## config.mk

```make
export PLATFORM = sky130hd
export DESIGN_NAME = timer8_counter_compare_unit
export DESIGN_NICKNAME = d
export VERILOG_FILES = /design/src/timer8_pkg.sv /design/src/timer8_counter_compare_unit.sv
export SDC_FILE = /design/constraint.sdc
export NUM_CORES = 1
export LEC_CHECK = 0
export BUFFER_PORTS_ARGS = -buffer_cell sky130_fd_sc_hd__clkbuf_2
export CAP_MARGIN = 30
export CORE_UTILIZATION = 55
export DETAILED_ROUTE_END_ITERATION = 7
export PLACE_DENSITY_LB_ADDON = 0.08
export SLEW_MARGIN = 20
export SYNTH_ARGS = -nofsm -noshare
export SYNTH_HDL_FRONTEND = slang
export SYNTH_SLANG_ARGS = --single-unit
```

## constraint.sdc

```tcl
create_clock -name sys_clk -period 3 [get_ports sys_clk]
set_clock_uncertainty 0.05 [all_clocks]
set_input_delay 0.3 -clock sys_clk [delete_from_list [all_inputs] [get_ports sys_clk]]
set_output_delay 0.3 -clock sys_clk [all_outputs]
set_load 0.02 [all_outputs]
```

## src/timer8_pkg.sv

```systemverilog
package timer8_pkg;

  // ==========================================================
  // Register offsets
  localparam logic [2:0] ctrl_addr        = 3'h0;
  localparam logic [2:0] count_addr       = 3'h1;
  localparam logic [2:0] compare_addr     = 3'h2;
  localparam logic [2:0] flag_addr        = 3'h3;
  localparam logic [2:0] irq_enable_addr  = 3'h4;
  localparam logic [2:0] async_addr       = 3'h5;
  localparam logic [2:0] pin_addr         = 3'h6;

  // ==========================================================
  // Control register fields
  localparam int cs_lsb      = 0;
  localparam int wgm0_pos    = 3;
  localparam int com_lsb     = 4;
  localparam int wgm1_pos    = 6;
  localparam int foc_pos     = 7;
  // Flag register fields
  localparam int ovf_pos     = 0;
  localparam int ocf_pos     = 1;
  // Irq enable fields
  localparam int ovie_pos    = 0;
  localparam int ocie_pos    = 1;
  // Async register field
  localparam int as_pos      = 0;
  // Pin register fields
  localparam int port_pos    = 0;
  localparam int ddr_pos     = 1;

  // ==========================================================
  // Reset values and counter extremes
  localparam logic [7:0] reg_reset  = 8'h00;
  localparam logic [7:0] count_max  = 8'hff;
  localparam logic [7:0] count_bot  = 8'h00;

  typedef enum logic [1:0] {
    wgm_normal = 2'h0,
    wgm_pc_pwm = 2'h1,
    wgm_ctc    = 2'h2,
    wgm_fast   = 2'h3
  } wgm_t;

endpackage : timer8_pkg

```

## src/timer8_counter_compare_unit.sv

```systemverilog
// Chosen here: the register offsets and the strobed register port.
`timescale 1ns/1ps
`default_nettype none

module timer8_counter_compare_unit (
  // Clock and reset
  input  wire logic       sys_clk,
  input  wire logic       rst,
  // Register port
  input  wire logic [2:0] reg_addr,
  input  wire logic [7:0] reg_wdata,
  input  wire logic       reg_wr,
  input  wire logic       reg_rd,
  output var  logic [7:0] reg_rdata,
  // Interrupt acknowledge from the core
  input  wire logic       ovf_irq_ack,
  input  wire logic       cmp_irq_ack,
  // Prescaled io clock tick and oscillator pins
  input  wire logic       io_clock,
  input  wire logic       oscillator_pin_one,
  output var  logic       oscillator_pin_two,
  // Interrupt requests
  output var  logic       ovf_irq,
  output var  logic       cmp_irq,
  // Compare output pin
  output var  logic       pin_out,
  output var  logic       pin_oe
);

  // ==========================================================
  // Registers
  logic [2:0] clock_select_field_ff;
  logic [1:0] waveform_mode_field_ff;
  logic [1:0] output_action_field_ff;
  logic       async_clock_select_ff;
  logic [7:0] counter_value_ff;
  logic [7:0] compare_value_ff;
  logic [7:0] compare_buf_ff;
  logic       overflow_flag_ff;
  logic       compare_match_flag_ff;
  logic       ovf_irq_enable_ff;
  logic       compare_irq_enable_ff;
  logic       port_data_ff;
  logic       output_pin_direction_bit_ff;
  logic       compare_output_ff;
  logic       count_down_ff;
  logic       block_ff;
  logic [2:0] osc_sync_ff;
  logic       io_sync_a_ff;
  logic       io_sync_b_ff;
  logic       io_sync_c_ff;
  logic       io_prev_ff;
  logic       osc_prev_ff;

  // ==========================================================
  // Decode helpers
  function automatic logic is_pwm(input logic [1:0] w);
    return (w == timer8_pkg::wgm_pc_pwm) || (w == timer8_pkg::wgm_fast);
  endfunction : is_pwm

  function automatic logic hit(input logic [2:0] a, input logic [2:0] want);
    return a == want;
  endfunction : hit

  logic wr_ctrl;
  logic wr_count;
  logic wr_cmp;
  logic wr_flag;
  logic wr_irq;
  logic wr_async;
  logic wr_pin;
  assign wr_ctrl  = reg_wr && hit(reg_addr, timer8_pkg::ctrl_addr);
  assign wr_count = reg_wr && hit(reg_addr, timer8_pkg::count_addr);
  assign wr_cmp   = reg_wr && hit(reg_addr, timer8_pkg::compare_addr);
  assign wr_flag  = reg_wr && hit(reg_addr, timer8_pkg::flag_addr);
  assign wr_irq   = reg_wr && hit(reg_addr, timer8_pkg::irq_enable_addr);
  assign wr_async = reg_wr && hit(reg_addr, timer8_pkg::async_addr);
  assign wr_pin   = reg_wr && hit(reg_addr, timer8_pkg::pin_addr);

  // ==========================================================
  // Tick generation
  // Both sources cross from outside; a change counts once stages two and three agree
  always_ff @(posedge sys_clk or posedge rst)
  begin
    if (rst)
    begin
      osc_sync_ff  <= 3'h0;
      io_sync_a_ff <= 1'b0;
      io_sync_b_ff <= 1'b0;
      io_sync_c_ff <= 1'b0;
      io_prev_ff   <= 1'b0;
      osc_prev_ff  <= 1'b0;
    end
    else
    begin
      osc_sync_ff  <= {osc_sync_ff[1:0], oscillator_pin_one};
      io_sync_a_ff <= io_clock;
      io_sync_b_ff <= io_sync_a_ff;
      io_sync_c_ff <= io_sync_b_ff;
      if (io_sync_b_ff == io_sync_c_ff)
        io_prev_ff <= io_sync_c_ff;
      if (osc_sync_ff[1] == osc_sync_ff[2])
        osc_prev_ff <= osc_sync_ff[2];
    end
  end

  logic io_rise;
  logic osc_rise;
  logic src_tick;
  logic timer_tick;
  assign io_rise  = io_sync_b_ff && io_sync_c_ff && !io_prev_ff;
  assign osc_rise = osc_sync_ff[1] && osc_sync_ff[2] && !osc_prev_ff;
  assign src_tick = async_clock_select_ff ? osc_rise : io_rise;
  assign timer_tick = src_tick && (clock_select_field_ff != 3'h0);

  // Feedback pin driven with the inverted third sync stage of the oscillator input
  always_ff @(posedge sys_clk or posedge rst)
  begin
    if (rst)
      oscillator_pin_two <= 1'b0;
    else
      oscillator_pin_two <= !osc_sync_ff[2];
  end

  // ==========================================================
  // Counter control
  wire timer8_pkg::wgm_t mode = timer8_pkg::wgm_t'(waveform_mode_field_ff);
  logic at_top;
  logic at_bottom;
  logic raw_match;
  logic match_now;
  assign at_top    = counter_value_ff == timer8_pkg::count_max;
  assign at_bottom = counter_value_ff == timer8_pkg::count_bot;
  assign raw_match = counter_value_ff == compare_value_ff;
  // A counter write suppresses the match seen on the next tick
  assign match_now = raw_match && !block_ff && !wr_count;

  logic [7:0] nxt_count;
  logic       nxt_down;
  logic       set_ovf;
  logic       reload;
  always_comb
  begin
    nxt_count = counter_value_ff;
    nxt_down  = count_down_ff;
    set_ovf   = 1'b0;
    reload    = 1'b0;
    case (mode)
      timer8_pkg::wgm_normal:
      begin
        nxt_count = counter_value_ff + 8'h01;
        nxt_down  = 1'b0;
        set_ovf   = at_top;
      end
      timer8_pkg::wgm_ctc:
      begin
        nxt_down = 1'b0;
        if (match_now)
          nxt_count = timer8_pkg::count_bot;
        else
          nxt_count = counter_value_ff + 8'h01;
        set_ovf = at_top && !match_now;
      end
      timer8_pkg::wgm_fast:
      begin
        nxt_count = counter_value_ff + 8'h01;
        nxt_down  = 1'b0;
        set_ovf   = at_top;
        reload    = at_top;
      end
      default:
      begin
        // Dual slope turns at both extremes
        if (at_top)
          nxt_down = 1'b1;
        else if (at_bottom)
          nxt_down = 1'b0;
        if ((at_top || count_down_ff) && !at_bottom)
          nxt_count = counter_value_ff - 8'h01;
        else
          nxt_count = counter_value_ff + 8'h01;
        set_ovf = at_bottom && count_down_ff;
        reload  = at_top;
      end
    endcase
  end

  always_ff @(posedge sys_clk or posedge rst)
  begin
    if (rst)
    begin
      counter_value_ff <= timer8_pkg::reg_reset;
      count_down_ff    <= 1'b0;
    end
    else if (wr_count)
      counter_value_ff <= reg_wdata;
    else if (timer_tick)
    begin
      counter_value_ff <= nxt_count;
      count_down_ff    <= nxt_down;
    end
  end

  // Block holds until a tick passes, so it survives a stopped timer
  always_ff @(posedge sys_clk or posedge rst)
  begin
    if (rst)
      block_ff <= 1'b0;
    else if (wr_count)
      block_ff <= 1'b1;
    else if (timer_tick)
      block_ff <= 1'b0;
  end

  // ==========================================================
  // Compare value and its buffer
  always_ff @(posedge sys_clk or posedge rst)
  begin
    if (rst)
    begin
      compare_value_ff <= timer8_pkg::reg_reset;
      compare_buf_ff   <= timer8_pkg::reg_reset;
    end
    else
    begin
      if (wr_cmp)
        compare_buf_ff <= reg_wdata;
      if (!is_pwm(waveform_mode_field_ff))
      begin
        if (wr_cmp)
          compare_value_ff <= reg_wdata;
      end
      else if (timer_tick && reload)
        compare_value_ff <= compare_buf_ff;
    end
  end

  // ==========================================================
  // Flags; a set wins over a same-cycle clear
  logic ovf_set;
  logic ocf_set;
  assign ovf_set = timer_tick && set_ovf && !wr_count;
  // Match seen during this count value lands on the tick that leaves it
  assign ocf_set = timer_tick && match_now;

  always_ff @(posedge sys_clk or posedge rst)
  begin
    if (rst)
      overflow_flag_ff <= 1'b0;
    else if (ovf_set)
      overflow_flag_ff <= 1'b1;
    else if (ovf_irq_ack || (wr_flag && reg_wdata[timer8_pkg::ovf_pos]))
      overflow_flag_ff <= 1'b0;
  end

  always_ff @(posedge sys_clk or posedge rst)
  begin
    if (rst)
      compare_match_flag_ff <= 1'b0;
    else if (ocf_set)
      compare_match_flag_ff <= 1'b1;
    else if (cmp_irq_ack || (wr_flag && reg_wdata[timer8_pkg::ocf_pos]))
      compare_match_flag_ff <= 1'b0;
  end

  // ==========================================================
  // Compare output state
  logic force_hit;
  logic act;
  logic nxt_oc;
  // Force is ignored in PWM modes and never stored
  assign force_hit = wr_ctrl && reg_wdata[timer8_pkg::foc_pos]
                     && !is_pwm({reg_wdata[timer8_pkg::wgm1_pos], reg_wdata[timer8_pkg::wgm0_pos]});
  assign act = force_hit || (timer_tick && match_now);

  always_comb
  begin
    nxt_oc = compare_output_ff;
    case (force_hit ? reg_wdata[timer8_pkg::com_lsb +: 2] : output_action_field_ff)
      2'h0: nxt_oc = compare_output_ff;
      2'h1: nxt_oc = is_pwm(waveform_mode_field_ff) && !force_hit
                     ? compare_output_ff : !compare_output_ff;
      2'h2: nxt_oc = is_pwm(waveform_mode_field_ff) && !force_hit
                     ? count_down_ff : 1'b0;
      default: nxt_oc = is_pwm(waveform_mode_field_ff) && !force_hit
                     ? !count_down_ff : 1'b1;
    endcase
  end

  // Control writes change this flop only by a force in a non-PWM mode
  always_ff @(posedge sys_clk or posedge rst)
  begin
    if (rst)
      compare_output_ff <= 1'b0;
    else if (act)
      compare_output_ff <= nxt_oc;
    else if (timer_tick && mode == timer8_pkg::wgm_fast && at_top
             && output_action_field_ff[1])
      compare_output_ff <= !output_action_field_ff[0];
  end

  // ==========================================================
  // Software registers
  always_ff @(posedge sys_clk or posedge rst)
  begin
    if (rst)
    begin
      clock_select_field_ff       <= 3'h0;
      waveform_mode_field_ff      <= 2'h0;
      output_action_field_ff      <= 2'h0;
      async_clock_select_ff       <= 1'b0;
      ovf_irq_enable_ff           <= 1'b0;
      compare_irq_enable_ff       <= 1'b0;
      port_data_ff                <= 1'b0;
      output_pin_direction_bit_ff <= 1'b0;
    end
    else
    begin
      if (wr_ctrl)
      begin
        clock_select_field_ff  <= reg_wdata[timer8_pkg::cs_lsb +: 3];
        waveform_mode_field_ff <= {reg_wdata[timer8_pkg::wgm1_pos], reg_wdata[timer8_pkg::wgm0_pos]};
        output_action_field_ff <= reg_wdata[timer8_pkg::com_lsb +: 2];
      end
      if (wr_async)
        async_clock_select_ff <= reg_wdata[timer8_pkg::as_pos];
      if (wr_irq)
      begin
        ovf_irq_enable_ff     <= reg_wdata[timer8_pkg::ovie_pos];
        compare_irq_enable_ff <= reg_wdata[timer8_pkg::ocie_pos];
      end
      if (wr_pin)
      begin
        port_data_ff                <= reg_wdata[timer8_pkg::port_pos];
        output_pin_direction_bit_ff <= reg_wdata[timer8_pkg::ddr_pos];
      end
    end
  end

  // ==========================================================
  // Read port and outputs
  logic [7:0] rd_mux;
  always_comb
  begin
    rd_mux = 8'h00;
    if (reg_addr == timer8_pkg::ctrl_addr)
      rd_mux = {1'b0, waveform_mode_field_ff[1], output_action_field_ff,
                waveform_mode_field_ff[0], clock_select_field_ff};
    else if (reg_addr == timer8_pkg::count_addr)
      rd_mux = counter_value_ff;
    else if (reg_addr == timer8_pkg::compare_addr)
      rd_mux = is_pwm(waveform_mode_field_ff) ? compare_buf_ff : compare_value_ff;
    else if (reg_addr == timer8_pkg::flag_addr)
      rd_mux = {6'h00, compare_match_flag_ff, overflow_flag_ff};
    else if (reg_addr == timer8_pkg::irq_enable_addr)
      rd_mux = {6'h00, compare_irq_enable_ff, ovf_irq_enable_ff};
    else if (reg_addr == timer8_pkg::async_addr)
      rd_mux = {7'h00, async_clock_select_ff};
    else if (reg_addr == timer8_pkg::pin_addr)
      rd_mux = {5'h00, compare_output_ff, output_pin_direction_bit_ff, port_data_ff};
  end

  always_ff @(posedge sys_clk or posedge rst)
  begin
    if (rst)
    begin
      reg_rdata <= 8'h00;
      ovf_irq   <= 1'b0;
      cmp_irq   <= 1'b0;
      pin_out   <= 1'b0;
      pin_oe    <= 1'b0;
    end
    else
    begin
      reg_rdata <= reg_rd ? rd_mux : 8'h00;
      ovf_irq   <= overflow_flag_ff && ovf_irq_enable_ff;
      cmp_irq   <= compare_match_flag_ff && compare_irq_enable_ff;
      pin_out   <= (output_action_field_ff != 2'h0) ? compare_output_ff : port_data_ff;
      pin_oe    <= output_pin_direction_bit_ff;
    end
  end

endmodule : timer8_counter_compare_unit

`default_nettype wire

```

=== Word-level counts from Yosys, hierarchy flattened ===
Cells that the tools add are included.

* Register bits: 62
* Latch bits: 0
* Bits in writable memories: 0
* ROM bits: 0
* Output and inout port bits: 13
* Word-level logic and storage cells: 155
* Memories: 0

* $add $sub $neg: 2
* Multiply operators: 0
* Div/mod/pow operators: 0
* Magnitude comparators: 0
* Equal/unequal tests: 20
* Shifts and indexed selects: 0
* Muxes and demuxes: 37
* Bitwise logic cells: 1
* Reduce and logical (&&, ||, !) cells: 67

{| class="wikitable"
|+ Operators by type and width
! operator !! count
|-
| 8-bit two-way mux || 12
|-
| 1-bit logical AND || 31
|-
| 1-bit two-way mux || 17
|-
| 8-bit one-hot mux with 2 select lines || 1
|-
| 1-bit logical NOT || 12
|-
| 3-bit two-way mux || 4
|-
| 2-bit nonzero test || 6
|-
| 3-bit == test (second input constant) || 3
|-
| 8-bit by 1-bit adder with 8-bit output (second input constant) || 1
|-
| 2-bit == test (second input constant) || 4
|-
| 8-bit == test || 1
|-
| 8-bit == test (second input constant) || 1
|-
| 8-bit logical NOT || 1
|-
| 8-bit by 1-bit subtractor with 8-bit output (second input constant) || 1
|-
| 2-bit by 1-bit == test with 1-bit output (second input constant) || 3
|-
| 3-bit by 2-bit == test with 1-bit output (second input constant) || 2
|-
| 1-bit logical OR || 6
|-
| 3-bit AND reduction || 2
|-
| 3-bit nonzero test || 2
|-
| 2-bit logical NOT || 2
|-
| 2-bit inequality test (second input constant) || 2
|-
| 2-bit OR reduction || 2
|-
| 3-bit by 1-bit == test with 1-bit output (second input constant) || 1
|-
| 3-bit logical NOT || 1
|-
| 8 further kinds || 9
|}

=== Longest topological paths before layout ===
* Depth in word-level cells: 10
* Mapped depth: 11

=== Least setup slack after synthesis ===
Ideal clock, no wire load.

* Path kind: in2reg
* Start: input port reg_addr[0]
* End: register compare_output_ff
* Arrival: 2415 ps
* Data required time: 2856 ps
* Setup slack: 441 ps
* Stages: 10
* Buffers on the path: 2
* Path through: clkbuf_1 -> nor4b_1 -> clkbuf_1 -> nand3b_1 -> mux2i_1 -> ha_1 -> nand2_1 -> o311a_1 -> o211a_1 -> a211oi_1

* Word-level cells in the longest chain between the ends: 9
* Elaborated cells on any way between the ends: 24
* Those cells by class: 5 x eq/ne; 5 x mux; 14 x reduce/logical

{| class="wikitable"
|+ Ends and longest elaborated chain
! item !! line !! text
|-
| from (decl) || timer8_counter_compare_unit.sv:10 || <nowiki>input wire logic [2:0] reg_addr,</nowiki>
|-
| parallel branches: the longest is 9 deep, another holds 3-bit logical NOT || -- ||
|-
| to (signal assigned) || timer8_counter_compare_unit.sv:296 || <nowiki>compare_output_ff <= nxt_oc;</nowiki>
|-
| to (signal assigned) || timer8_counter_compare_unit.sv:299 || <nowiki>compare_output_ff <= !output_action_field_ff[0];</nowiki>
|-
| to (decl) || timer8_counter_compare_unit.sv:45 || <nowiki>logic compare_output_ff;</nowiki>
|}

Parallel ways; which one is timed is not known.
A chain may end at the register's enable or synchronous reset.

=== Worst setup path after layout ===
* Start: register counter_value_ff[0]
* End: register counter_value_ff[2]

* Word-level cells in the longest chain between the ends: 7
* Elaborated cells on any way between the ends: 15
* Those cells by class: 2 x add/sub; 2 x eq/ne; 5 x mux; 6 x reduce/logical

{| class="wikitable"
|+ Ends and longest elaborated chain
! item !! line !! text
|-
| from (decl) || timer8_counter_compare_unit.sv:36 || <nowiki>logic [7:0] counter_value_ff;</nowiki>
|-
| from (signal assigned) || timer8_counter_compare_unit.sv:192 || <nowiki>counter_value_ff <= timer8_pkg::reg_reset;</nowiki>
|-
| from (signal assigned) || timer8_counter_compare_unit.sv:196 || <nowiki>counter_value_ff <= reg_wdata;</nowiki>
|-
| from (signal assigned) || timer8_counter_compare_unit.sv:199 || <nowiki>counter_value_ff <= nxt_count;</nowiki>
|-
| parallel branches: the longest is 4 deep, another holds 8-bit by 1-bit adder with 8-bit output || -- ||
|-
| 8-bit one-hot mux with 2 select lines (*) || timer8_counter_compare_unit.sv:148 || <nowiki>case (mode)</nowiki>
|-
| 8-bit two-way mux (*) || timer8_counter_compare_unit.sv:197 || <nowiki>else if (timer_tick)</nowiki>
|-
| 8-bit two-way mux (*) || timer8_counter_compare_unit.sv:195 || <nowiki>else if (wr_count)</nowiki>
|}

Every way passes the cells marked *. The select of a mux whose other input is x is not followed.

==> impl_metrics.yaml <==
sta:
  rsz0062_at_grt: "false"
  post-route-min-period_ns: 2.51
  finalCritPeriodShare_pct: 83.8
  tightestPinTransition_ns: 0.546
  setup_ws_ns: 0.487
  max_freq_mhz: 398
  maxSlewHeadroom_pct: 63.6
  setup_viol: 0
  hold_viol: 0
  report.final.slew_viol_count: 0
  final.setup.tns_ns: 0
logic_synthesis:
  ys_ff_latch: 62
  netlist_area_um2: 3450
  synth-edff-count: 0
  ys_types: 56
  ys.flop_type: "dfrtp_1"
  synth.avg_cell_area_um2: 10.1
  yosysSeqAreaShare_pct: 45.0
  synthArstFlopShare_pct: 100
  syn_nets: 375
  syn_inst: 343
  yosysWarnings: 0
die:
  core-area_um2: 5990
  fp.dieArea_um2: 6590
  rows: 28
  ios: 32
  start_util_pct: 57.6
  die_w_um: 81.2
  die-height_um: 81.2
clock_network:
  clk_latency_ns: 0.36
  cts-buffers-inserted: 9
  clockBufferDepth: 2
  htreeDepth: 3
  clk_pin_slew_ns: 0.08
  cts_num_sinks: 62
  cts_tree: "built"
  post_cts_resized: 0
  cts-root-buf: "clkbuf_8"
worst_hold_path:
  hold_class: "input port to flop"
global_routing:
  grt_pass1_vias: 2629
  antenna_found_initial: 0
  grt_usage_pct: 28.6
  grt_overflow: 0
  grt_pass1_wl_um: 13500
  grt_max_degree: 27
drt:
  ant_nets: 0
  vias: 2711
  drcViolationCount: 0
  wl_per_cell_um: 18.4
  drt_iter0_drc: 241
  vias_per_cell: 5.87
  first_pass_iters: 4
  drt-total-wl_um: 8500
worst_setup_path:
  cp-end-kind: "flop"
  regToRegSetupSlack_ns: 0.49
  critPathArrivalTime_ns: 2.70
  cp.required_ns: 3.19
  path_max_fanout: 8
  critPathKind: "flop to flop"
  startpoint_type: "flop"
final_layout:
  drive_above_1_share_pct: 25.6
  syn_to_final_growth_pct: 15.0
  nets: 414
  diodes: 0
power:
  ir_drop_uv: 482
  powerDensity_nw_per_um2: 737
  p_leak_nw: 1.79
placement:
  routabilityCongestion: 0.908
  place_hpwl_um: 6370
  portBuffers: 31
  place_ws_ns: 0.504
status:
  status: "complete, no violations"
flow_run:
  maxCapViolations: 0
[worst paths after layout]
path,start,end,cells past startpoint
worst max-delay path,counter_value_ff[0],counter_value_ff[2],8
worst max register to register,counter_value_ff[0],counter_value_ff[2],8
worst min register to register,io_sync_a_ff,io_sync_b_ff,0
min in group asynchronous,rst,pin_oe,3
max in group asynchronous,rst,mode[1],4
worst min-delay path,reg_wdata[6],mode[1],3
[layout by cell type (no fill, tap or decap), types with 2 or more instances in the layout]
master	instances
mux2i_1	10
and2_1	6
a211oi_1	3
a21o_1	2
clkbuf_2	31
or2_2	3
a31oi_1	2
dlygate4sd3_1	3
a221o_1	2
xnor2_1	9
nand3_1	11
nand4_1	8
bufinv_16	2
nand2b_1	5
inv_1	13
o21ai_0	25
a21oi_1	20
buf_4	15
clkbuf_8	10
o22ai_1	2
nor3_1	8
mux2_2	21
clkinvlp_4	2
nand3b_1	5
dfrtp_1	62
or3_1	6
nor2_1	15
ha_1	13
nor3b_1	3
a41oi_1	2
a22oi_1	5
nor2b_1	8
o32ai_1	4
nand2_1	24
[worst max-delay path, stage by stage, from the launching register on]
cell	delay, ns
dfrtp_1	0.47
inv_1	0.14
ha_1	0.14
or2b_2	0.30
or3_1	0.40
and2_4	0.20
mux2_4	0.29
nor3b_1	0.14
a221o_1	0.26
[synthesized netlist by cell type (all sizes together), types with 4 or more instances]
| library cell | count | area [um^2] |
|---|---|---|
| nor2b | 8 | 50.1 |
| clkbuf | 10 | 37.5 |
| and2 | 8 | 53.8 |
| nand2b | 5 | 31.3 |
| dfrtp | 62 | 1550 |
| ha | 13 | 163 |
| nand3b | 5 | 37.5 |
| mux2i | 10 | 100 |
| inv | 14 | 52.6 |
| nor3 | 8 | 40.0 |
| o32ai | 4 | 35.0 |
| xnor2 | 9 | 78.8 |
| mux2 | 22 | 251 |
| a22oi | 5 | 37.5 |
| a21oi | 20 | 100 |
| buf | 11 | 80.1 |
| nand3 | 11 | 55.1 |
| o21ai | 26 | 134 |
| or3 | 6 | 37.5 |
| nand4 | 8 | 50.1 |
| nand2 | 24 | 90.1 |
| nor2 | 15 | 56.3 |
[timing repair]
item / in CTS / in global routing
buffers inserted: 0 / 0
endpoints found under the hold margin: 17 / 0
hold buffers: 3 / 0
[state kept, by name, summed over array words and instances (netlist names), 2 cells and up]
| register | flops |
|---|---|
| osc_sync_ff | 3 |
| compare_value_ff | 8 |
| mode | 2 |
| clock_select_field_ff | 3 |
| output_action_field_ff | 2 |
| reg_rdata | 8 |
| compare_buf_ff | 8 |
| counter_value_ff | 8 |
[routing by layer]
layer	GRT usage (%)	share of wire, %	vias up
met4	12.1	2.2	0
met3	6.29	5.9	18
met1	37.5	46	1304
met2	45.5	46	77
met5	0	0	-
li1	-	-	1312
[power breakdown]
group / total [mW] / internal (mW) / switching, mW
clock: 0.843 / 0.494 / 0.349
combinational: 0.875 / 0.397 / 0.479
sequential: 1.21 / 1.02 / 0.191
total: 2.92 / 1.91 / 1.02
[through the flow]
step	cells	utilization, %	instance area, um^2	power, mW	hold slack (ns)
floorplan	343	-	3450	1.82	0.281
global placement	443	61.9	3710	2.07	0.224
detailed placement	443	61.9	3710	2.08	0.232
CTS	462	66.2	3970	2.93	0.184
global route	462	66.2	3970	3.08	0.209
finish	462	66.2	3970	2.92	0.194
[cell families (layout without fill, tap and decap cells)]
| logic type | Yosys count | count (layout) | synth area share (%) |
|---|---|---|---|
| AOI/OAI and AO/OA | 79 | 79 | 14.8 |
| xor gates and xnor gates | 9 | 9 | 2.29 |
| adders and majority gates | 13 | 13 | 4.72 |
| buffers and inverters | 35 | 79 | 4.93 |
| DFF | 62 | 62 | 45.0 |
| muxes | 32 | 32 | 10.2 |
| and+or+nand+nor | 113 | 113 | 18.1 |
[final cells by class]
| class | instances | area (um^2) |
|---|---|---|
| tap | 75 | 93.8 |
| clock inverter | 6 | 92.6 |
| multi-input combinational | 246 | 1740 |
| timing repair buffer | 49 | 298 |
| fill | 484 | 2020 |
| inverter | 14 | 52.6 |
| clock buffer | 10 | 138 |
| sequential | 62 | 1550 |
(Power assumes the default switching activity.)
